## src/rtl/vc0_res_defs.vh

```
`ifndef VC0_RES_DEFS_VH
`define VC0_RES_DEFS_VH
// Summary of operation
// - the capability word reports supported port arbitration schemes in bits 7:0 as fixed 03h.
// - hardware fixed round robin and weighted round robin with 128 phases are supported.
// - time-based weighted round robin is never offered on this default channel.
// - capability bits 22:16 read the maximum time slots minus one, fixed 3Fh.
// - capability bits 31:24 read the arbitration table location in sixteen_byte_unit steps, fixed 05h.
// - capability bit 14 reads zero, the resource is not limited to packet-switching traffic.
// - control bits 7:0 hold a writable traffic_class_channel_map resetting to FFh.
// - map bit 0 always reads one and ignores writes.
// - writing one to control bit 16 applies the table to the arbiters and the bit reads zero.
// - scheme select bits 19:17 accept only 000b or 011b, other writes store the default.
// - control bits 26:24 read the channel identifier 000b.
// - control bit 31 is a writable enable that resets to one.
// - the table status flag sets on any table entry write and clears when a load finishes, unless an entry write lands in that same cycle.

// ----------------------------------------
// register byte addresses
// ----------------------------------------
`define ADDR_RES_CAP      12'h158
`define ADDR_RES_CTRL     12'h15C
`define ADDR_RES_STATUS   12'h160
// ----------------------------------------
// capability fields
// ----------------------------------------
`define CAP_ARB_LSB       0
`define CAP_ARB_VAL       8'h03
`define CAP_APS_BIT       14
`define CAP_SLOTS_LSB     16
`define CAP_SLOTS_VAL     7'h3F
`define CAP_TBL_LSB       24
`define CAP_TBL_VAL       8'h05
// ----------------------------------------
// control fields
// ----------------------------------------
`define CTL_MAP_LSB       0
`define CTL_MAP_RST       8'hFF
`define CTL_LOAD_BIT      16
`define CTL_SEL_LSB       17
`define CTL_SEL_DEF       3'h0
`define CTL_SEL_WRR       3'h3
`define CTL_ID_LSB        24
`define CTL_ID_VAL        3'h0
`define CTL_EN_BIT        31
// ----------------------------------------
// status fields and timing
// ----------------------------------------
`define STS_TBL_BIT       16
`define LOAD_CYCLES       8'h04
`endif

```

## src/rtl/vc0_table_loader.v

```verilog
`include "vc0_res_defs.vh"
module vc0_table_loader #(
	parameter CYCLES = `LOAD_CYCLES
) (
	input  wire clk,
	input  wire rst,
	input  wire start,
	output reg  busy_r,
	output reg  done_r
);
	reg [7:0] cnt_r;
	// ----------------------------------------
	// copy sequencer
	// ----------------------------------------
	// a load request during a copy restarts it so the newest table wins
	always @(posedge clk) begin
		if (rst) begin
			busy_r <= 1'b0;
			done_r <= 1'b0;
			cnt_r  <= 8'h00;
		end else begin
			done_r <= 1'b0;
			if (start) begin
				busy_r <= 1'b1;
				cnt_r  <= CYCLES - 8'h01;
			end else if (busy_r) begin
				if (cnt_r == 8'h00) begin
					busy_r <= 1'b0;
					done_r <= 1'b1;
				end else begin
					cnt_r <= cnt_r - 8'h01;
				end
			end
		end
	end
endmodule

```

## src/rtl/vc0_resource_registers.v

```verilog
`include "vc0_res_defs.vh"
module vc0_resource_registers (
	input  wire        REF_CLK,
	input  wire        RST,
	input  wire        HSEL,
	input  wire [11:0] HADDR,
	input  wire [1:0]  HTRANS,
	input  wire        HWRITE,
	input  wire [2:0]  HSIZE,
	input  wire [31:0] HWDATA,
	input  wire        HREADY,
	output reg  [31:0] HRDATA,
	output reg         HREADYOUT,
	output reg         HRESP,
	input  wire        TABLE_ENTRY_WR,
	output reg  [7:0]  TC_MAP,
	output reg  [2:0]  ARB_SELECT,
	output reg         VC_ENABLE,
	output reg         TABLE_LOAD,
	output reg         TABLE_BUSY
);
	// ----------------------------------------
	// local constants
	// ----------------------------------------
	localparam       MAP_W   = 8;
	localparam       SEL_W   = 3;
	localparam       HIT_CAP = 0;
	localparam       HIT_CTL = 1;
	localparam       HIT_STS = 2;
	localparam [7:0] MAP_RST = `CTL_MAP_RST;

	// ----------------------------------------
	// state
	// ----------------------------------------
	reg              wr_pend_r;
	reg              wr_ctl_r;
	reg  [SEL_W-1:0] sel_r;
	reg              en_r;
	reg              tbl_flag_r;
	reg              load_r;
	reg              entry_s1_r;
	reg              entry_s2_r;
	reg  [31:0]      rdata_nxt;
	reg              flag_nxt;
	wire             ld_busy;
	wire             ld_done;
	wire             addr_ph;
	wire             rd_req;
	wire             wr_req;
	wire [2:0]       ad_hit;
	wire             ctl_wr;
	wire [MAP_W-1:1] wr_map;
	wire [SEL_W-1:0] wr_sel;
	wire             wr_load;
	wire             wr_en;
	wire [MAP_W-1:0] map_bits;
	wire [31:0]      cap_word;
	wire [31:0]      ctl_word;
	wire [31:0]      sts_word;

	// ----------------------------------------
	// decode functions
	// ----------------------------------------
	// fixed scheme validation; anything but the two legal codes falls back to default
	function [2:0] legal_sel;
		input [2:0] v;
		begin
			if (v == `CTL_SEL_WRR)
				legal_sel = `CTL_SEL_WRR;
			else
				legal_sel = `CTL_SEL_DEF;
		end
	endfunction

	// one-hot register select, shared by the read path and the write pipeline
	function [2:0] reg_hit;
		input [11:0] a;
		reg   [11:0] w;
		begin
			w       = {a[11:2], 2'h0};
			reg_hit = 3'h0;
			if (w == `ADDR_RES_CAP)
				reg_hit = 3'h1;
			else if (w == `ADDR_RES_CTRL)
				reg_hit = 3'h2;
			else if (w == `ADDR_RES_STATUS)
				reg_hit = 3'h4;
		end
	endfunction

	// ----------------------------------------
	// write data fields
	// ----------------------------------------
	// map bit 0 has no storage, so it is not taken from the bus at all
	assign wr_map  = HWDATA[`CTL_MAP_LSB + MAP_W - 1 : `CTL_MAP_LSB + 1];
	assign wr_load = HWDATA[`CTL_LOAD_BIT];
	assign wr_sel  = HWDATA[`CTL_SEL_LSB +: SEL_W];
	assign wr_en   = HWDATA[`CTL_EN_BIT];

	// ----------------------------------------
	// read words
	// ----------------------------------------
	// only fixed and weighted round robin are reported; the time-based scheme bit stays clear
	assign cap_word[`CAP_ARB_LSB +: 8]   = `CAP_ARB_VAL;
	assign cap_word[13:8]                = 6'h00;
	assign cap_word[`CAP_APS_BIT]        = 1'b0;
	assign cap_word[15]                  = 1'b0;
	assign cap_word[`CAP_SLOTS_LSB +: 7] = `CAP_SLOTS_VAL;
	assign cap_word[23]                  = 1'b0;
	assign cap_word[`CAP_TBL_LSB +: 8]   = `CAP_TBL_VAL;

	// the load strobe is never stored, so its bit always reads zero
	assign ctl_word[`CTL_MAP_LSB +: MAP_W] = map_bits;
	assign ctl_word[15:8]                  = 8'h00;
	assign ctl_word[`CTL_LOAD_BIT]         = 1'b0;
	assign ctl_word[`CTL_SEL_LSB +: SEL_W] = sel_r;
	assign ctl_word[23:20]                 = 4'h0;
	assign ctl_word[`CTL_ID_LSB +: 3]      = `CTL_ID_VAL;
	assign ctl_word[30:27]                 = 4'h0;
	assign ctl_word[`CTL_EN_BIT]           = en_r;

	// negotiation pending is not modelled and reads zero with the reserved bits
	assign sts_word[15:0]         = 16'h0000;
	assign sts_word[`STS_TBL_BIT] = tbl_flag_r;
	assign sts_word[31:17]        = 15'h0000;

	// ----------------------------------------
	// bus decode
	// ----------------------------------------
	assign addr_ph = HSEL & HREADY & HTRANS[1];
	assign rd_req  = addr_ph & ~HWRITE;
	assign wr_req  = addr_ph & HWRITE;
	assign ad_hit  = reg_hit(HADDR);
	assign ctl_wr  = wr_pend_r & wr_ctl_r;

	// unmapped addresses read zero
	always @* begin
		rdata_nxt = 32'h00000000;
		if (ad_hit[HIT_CAP])
			rdata_nxt = cap_word;
		else if (ad_hit[HIT_CTL])
			rdata_nxt = ctl_word;
		else if (ad_hit[HIT_STS])
			rdata_nxt = sts_word;
	end

	// a write is taken in its address phase and lands at the end of its data phase
	always @(posedge REF_CLK) begin
		if (RST) begin
			wr_pend_r <= 1'b0;
			wr_ctl_r  <= 1'b0;
		end else begin
			wr_pend_r <= wr_req;
			if (wr_req)
				wr_ctl_r <= ad_hit[HIT_CTL];
		end
	end

	// ----------------------------------------
	// bus response
	// ----------------------------------------
	// read data holds until the next read is taken
	always @(posedge REF_CLK) begin
		if (RST) begin
			HRDATA <= 32'h00000000;
		end else if (rd_req) begin
			HRDATA <= rdata_nxt;
		end
	end

	// zero wait states and an OKAY answer; kept as flops so every output is registered
	always @(posedge REF_CLK) begin
		if (RST) begin
			HREADYOUT <= 1'b1;
			HRESP     <= 1'b0;
		end else begin
			HREADYOUT <= 1'b1;
			HRESP     <= 1'b0;
		end
	end

	// ----------------------------------------
	// traffic class map
	// ----------------------------------------
	// one flop per traffic class; class zero has none and is tied to this channel
	genvar tc;
	generate
		for (tc = 1; tc < MAP_W; tc = tc + 1) begin : g_map
			reg tc_r;
			always @(posedge REF_CLK) begin
				if (RST)
					tc_r <= MAP_RST[tc];
				else if (ctl_wr)
					tc_r <= wr_map[tc];
			end
			assign map_bits[tc] = tc_r;
		end
	endgenerate
	assign map_bits[0] = 1'b1;

	// ----------------------------------------
	// control register
	// ----------------------------------------
	always @(posedge REF_CLK) begin
		if (RST) begin
			sel_r  <= `CTL_SEL_DEF;
			en_r   <= 1'b1;
			load_r <= 1'b0;
		end else begin
			load_r <= 1'b0;
			if (ctl_wr) begin
				sel_r  <= legal_sel(wr_sel);
				en_r   <= wr_en;
				load_r <= wr_load;
			end
		end
	end

	// ----------------------------------------
	// table load sequencer
	// ----------------------------------------
	vc0_table_loader #(
		.CYCLES (`LOAD_CYCLES)
	) u_loader (
		.clk    (REF_CLK),
		.rst    (RST),
		.start  (load_r),
		.busy_r (ld_busy),
		.done_r (ld_done)
	);

	// ----------------------------------------
	// entry strobe synchroniser
	// ----------------------------------------
	// the strobe comes from the table storage, which may sit on another clock;
	// a single short pulse there can be missed, so it must stand for two of our cycles
	always @(posedge REF_CLK) begin
		if (RST) begin
			entry_s1_r <= 1'b0;
			entry_s2_r <= 1'b0;
		end else begin
			entry_s1_r <= TABLE_ENTRY_WR;
			entry_s2_r <= entry_s1_r;
		end
	end

	// ----------------------------------------
	// table status flag
	// ----------------------------------------
	// a table write in the cycle a load finishes keeps the flag set: set wins over clear
	always @* begin
		flag_nxt = tbl_flag_r;
		if (entry_s2_r)
			flag_nxt = 1'b1;
		else if (ld_done)
			flag_nxt = 1'b0;
	end

	always @(posedge REF_CLK) begin
		if (RST) begin
			tbl_flag_r <= 1'b0;
		end else begin
			tbl_flag_r <= flag_nxt;
		end
	end

	// ----------------------------------------
	// registered outputs
	// ----------------------------------------
	always @(posedge REF_CLK) begin
		if (RST) begin
			TC_MAP <= `CTL_MAP_RST;
		end else begin
			TC_MAP <= map_bits;
		end
	end

	always @(posedge REF_CLK) begin
		if (RST) begin
			ARB_SELECT <= `CTL_SEL_DEF;
		end else begin
			ARB_SELECT <= sel_r;
		end
	end

	always @(posedge REF_CLK) begin
		if (RST) begin
			VC_ENABLE <= 1'b1;
		end else begin
			VC_ENABLE <= en_r;
		end
	end

	always @(posedge REF_CLK) begin
		if (RST) begin
			TABLE_LOAD <= 1'b0;
		end else begin
			TABLE_LOAD <= load_r;
		end
	end

	always @(posedge REF_CLK) begin
		if (RST) begin
			TABLE_BUSY <= 1'b0;
		end else begin
			TABLE_BUSY <= ld_busy;
		end
	end
endmodule

```

## config.mk

```make
export PLATFORM = sky130hd
export DESIGN_NAME = vc0_resource_registers
export DESIGN_NICKNAME = d
export VERILOG_FILES = /design/src/rtl/vc0_table_loader.v /design/src/rtl/vc0_resource_registers.v
export VERILOG_INCLUDE_DIRS = /design/src /design/src/rtl
export SDC_FILE = /design/constraint.sdc
export NUM_CORES = 1
export LEC_CHECK = 0
export BUFFER_PORTS_ARGS = -buffer_cell sky130_fd_sc_hd__buf_2
export CELL_PAD_IN_SITES_DETAIL_PLACEMENT = 0
export CELL_PAD_IN_SITES_GLOBAL_PLACEMENT = 2
export CORE_MARGIN = 3
export CORE_UTILIZATION = 25
export DETAILED_ROUTE_END_ITERATION = 6
export PLACE_DENSITY_LB_ADDON = 0.2
export SLEW_MARGIN = 20
export SYNTH_ARGS = -nofsm -noshare
export SYNTH_HDL_FRONTEND = slang
export SYNTH_SLANG_ARGS = --single-unit
export TNS_END_PERCENT = 100
```

## constraint.sdc

```tcl
create_clock -name REF_CLK -period 2 [get_ports REF_CLK]
set_input_delay 0.2 -clock REF_CLK [delete_from_list [all_inputs] [get_ports REF_CLK]]
set_output_delay 0.2 -clock REF_CLK [all_outputs]
set_load 0.01 [all_outputs]
```

# After elaboration in Yosys (flattened, before gate mapping)
# Index checks and enable logic that the tools add are counted.
# classes
n_addsub	1
eq_ne	5
mux	16
n_bitwise	9
n_reduce_logical	8
# ops
operator	count
two-way mux 32 bit	2
equality test 10 x 7 -> 1 bit (second input constant)	3
two-way mux 17 bit	1
two-way mux 3 bit	3
logical NOT 8 bit	1
two-way mux 2 bit	4
subtractor 8 x 1 -> 8 bit (second input constant)	1
two-way mux 1 bit	6
bitwise AND 1 bit	5
NOT 1 bit	4
AND reduction 2 bit	2
nonzero test 2 bit	2
OR reduction 2 bit	2
equality test 3 x 2 -> 1 bit (second input constant)	1
OR reduction 3 bit	1
!= test 2 bit (second input constant)	1
# word_totals
reg_bits	73
inputBits	55
out_inout_bits	48
elab_cells	65

# Logic depth before layout (Yosys ltp)
# depth
word_depth	7
depth_mapped	5
ltp_nobuf	5

# By module
# A second synthesis with hierarchy kept.
# unflattened
hier_cells	209
hier_area_um2	1989.4
# by_module_without_submodules
mod	instances	cells_per_inst	area_each_um2	seq_area_each_um2
vc0_resource_registers	1	149	1475.2	760.7
vc0_table_loader	1	60	514.2	200.2

# Least setup slack after synthesis
# No wires, ideal clock.
# synth_timing
path_kind	register to register
start	reg u_loader.cnt_r[3]
end	reg u_loader.cnt_r[6]
setup_ps	70
arrival_ps	1447
t_required_ps	1930
setup_slack_ps	484
stages_incl_launch_ff	5
n_path_buf	1
period_less_slack_ps	1516
path_cell_list	dfxtp_1 > or3_1 > clkbuf_2 > or4_1 > a21oi_1
# synth_between
elab_chain_len	3
elab_cells_between_ends	4
classes_between	1 x add/sub; 1 x bitwise; 2 x reduce/logical
# synth_rtl
item	line_no	source
start, declared	vc0_table_loader.v:11	reg [7:0] cnt_r;
start signal, assigned	vc0_table_loader.v:25	cnt_r <= CYCLES - 8'h01;
start signal, assigned	vc0_table_loader.v:31	cnt_r <= cnt_r - 8'h01;
parallel branches: the longest is 3 deep, another holds subtractor 8 x 1 -> 8 bit	-	
# Parallel ways; which one is timed is not known.
# A chain may end at the register's enable or synchronous reset.

# Worst setup path in the final report
# layout_timing
start	reg u_loader.cnt_r[0]
end	reg u_loader.cnt_r[1]
# layout_between
elab_chain_len	4
elab_cells_between_ends	7
classes_between	1 x add/sub; 1 x eq/ne; 3 x mux; 2 x reduce/logical
# layout_rtl
item	line_no	source
subtractor 8 x 1 -> 8 bit	vc0_table_loader.v:31	
two-way mux 2 bit	vc0_table_loader.v:27	if (cnt_r == 8'h00) begin
two-way mux 2 bit	vc0_table_loader.v:26	end else if (busy_r) begin
two-way mux 2 bit	vc0_table_loader.v:23	if (start) begin
# Parallel ways exist; a longest one is shown, timed or not. The select of a mux whose other input is x is not followed.

==> impl_results.md <==
* Status: finished clean
* Hold_buf cts at 0
* Async SR Flop Fraction at 0%
* First-pass GRT wire length at 7079 um
* Vias in the first global route at 1,475
* DRC at 0
* Layout cells sized above 1 at 31.56%
* Crit-path max FO at 5
* Clock root buffer: clkbuf_8
* Post-synth top area share at 48.30%
* Die Ht at 95.21 um
* Dpl hpwl at 3298 um
* Worst path bufs/invs at 1
* Mapped Area at 1989 um^2
* Top Ports at 103
* XOR/XNOR Fraction of Synth Area at 0%
* Syn Area/Cell at 9.340 um^2
* Slew headroom at 39.53%
* Dpl cells at 354
* Reg clk slew, reported paths at 0.09 ns
* Worst path required time at 2.16 ns
* Leading post-synthesis cells by cell area: dfxtp_1 48%, buf_4 9.4%, nand2_1 4.2%
* Worst path cell trace: inv_1 > ha_1 > or3b_2 > nor3_1 > a2111oi_0
* Final setup TNS at 0 ns
* Routed len/inst at 12.45 um
* CORE AREA at 7486 um^2
* HP Class: in2reg
* Finished Layout Cells at 362
* Crit-path max cell delay at 0.51 ns
* Overall global routing resource usage at 10.26%
* Finished Cell Area at 2370 um^2
* PD cells at 732.7 nW/um^2
* Compound-Gate Fraction of Synth Area at 14.40%
* Clk buf depth at 2
* Post-synth top cells: 48 x dfxtp_1, 25 x buf_4, 22 x nand2_1
* Yosys top cell by area: dfxtp_1
* N_diodes at 0
* Largest net degree at the start of global routing at 19
* CP arrival at 1.94 ns
* Starting Density at 26.58%
* EDFF count, synth at 0
* Slew Limit Fails at 0
* Final hold violation count at 0
* Area growth, synth to finish at 19.12%
* Postcts setup bufs at 0
* Tightest Pin Transition at 0.9038 ns
* Clk sinks at 48
* Lkg Pwr at 0.0009784 uW
* Die ar. at 9064 um^2
* Most common cell in the netlist: dfxtp_1
* Largest family of logic cells by synthesized area: simple AND/OR/NAND/NOR gates
* Top FF cell, synth: dfxtp_1
* Num CTS Buffers at 5
* Sequential share of the synthesized area at 48.30%
* Port buffer count at 57
* Mux contribution to synthesized area at 0.5031%
* DRT iter0 DRCs at 62
* Synth Area in Adders at 1.258%
* Worst IR Drop VDD at 0.2877 mV
* GP Congestion at 0.7001
* Crit path capture type: flip-flop
* Simple-Gate Fraction of Synth Area at 22.83%
* Crit start category: flip-flop
* Peak Freq at 560.9 MHz
* CTS tree: done
* Crit-path slowest cell: or3b_2
* Tmin final at 1.783 ns
* Post-Route WL at 4508 um
* Setup CP Type: reg2reg
* Worst-skew pair later-pin latency at 0.30 ns
* Placed instance area at 2258 um^2
* # rows at 31
* Via Count at 1,551
* Number of nets in the layout at 319
* Clock skew at 0.003077 ns
* Congestion Overflow GR at 0
* Delay-heaviest family, CP: simple AND/OR/NAND/NOR gates
* Final setup viols at 0
* Cells after synthesis at 213
* Die X-Extent at 95.21 um
* Max-cap viol count at 0
* Synth warnings at 0
* CTS H-tree lvls at 2
* Final period util at 89.14%
* Final ANT Viol Nets at 0
* Distinct cells, synth at 42
* Vias/cell at 4.285
* Cts repair resizes at 0
* Synthesized flop and latch total at 48
* Initial antenna violation count at 0
* RSZ-0062 raised after global routing: no
* FILL cells at 803
* DRT Pass-1 Iters at 4
[layout make-up]
type | instances | area [um^2] | area share (%)
sequential | 48 | 960.9 | 40.55
multi-input combinational | 142 | 847.1 | 35.74
timing repair buffer | 60 | 307.8 | 12.99
tap | 99 | 123.9 | 5.227
clock buffer | 5 | 68.82 | 2.904
clock inverter | 3 | 42.54 | 1.795
inverter | 5 | 18.77 | 0.7920
[worst min-delay path: cells and delay by family]
kind | cells | cell delay (ns)
simple gates | 2 | 0.09
buf+inv | 1 | 0.07
[where the power goes]
group          internal [uW]  switching, uW  total, uW
registers                958           1.05        959
clock network            370            328        699
logic                   29.5           49.1       78.6
total                   1360            379       1740
[worst paths after layout]
| check | start | end | slack [ns] | cells after the start |
|---|---|---|---|---|
| worst min register to register | entry_s1_r | entry_s2_r | 0.44 | 1 |
| worst max register to register | u_loader.cnt_r[0] | u_loader.cnt_r[1] | 0.22 | 5 |
| worst min-delay path | HWDATA[2] | g_map[2].tc_r | 0.09 | 3 |
| worst max-delay path | u_loader.cnt_r[0] | u_loader.cnt_r[1] | 0.22 | 5 |
[cell usage in the layout (no fill, tap or decap), drive strengths merged, types with 2 or more instances in the layout]
cell type	instances
o2bb2ai	3
dfxtp	48
ha	2
a32o	7
nor2b	6
and3	2
and3b	2
nor3	6
and2	3
or4	2
or2	10
buf	60
nand3b	4
a31oi	2
nor2	9
nand4	3
o21ai	3
a21oi	15
a2111oi	2
o31ai	2
conb	19
clkbuf	5
inv	5
nand2	22
or3	3
[routing by layer]
layer | vias to the layer above | GRT usage [%] | part of all wire (%)
met5 | - | 0 | 0
li1 | 793 | - | -
met3 | 6 | 3.710 | 6.2
met2 | 40 | 16.73 | 49
met1 | 712 | 12.41 | 43
met4 | 0 | 3.606 | 1.3
[through the flow]
step | setup WS, ns | hold slack [ns] | total power, uW | utilization (%)
floorplan | 0.4836 | 0.2877 | 1049 | -
global placement | 0.2250 | 0.3959 | 1061 | 30.17
detailed placement | 0.2258 | 0.3936 | 1060 | 30.17
CTS | 0.2148 | 0.07051 | 1771 | 31.66
global route | 0.07148 | 0.08079 | 1820 | 31.66
finish | 0.2172 | 0.08688 | 1736 | 31.66
[state kept, by name, indices dropped and copies added (netlist names), 7 cells and up]
register        count
HRDATA             12
u_loader.cnt_r      8
TC_MAP              7
g_map.tc_r          7
[cell families (layout without fill, tap and decap cells)]
kind of cell	Yosys count	in the layout
multiplexers	1	1
flip-flops	48	48
adder cells (fa/ha/maj)	2	2
AND/OR/NAND/NOR	80	80
other	2	19
AO/OA/AOI/OAI	40	40
buffers and inverters	40	73
Power figures use the tool's default switching activity.
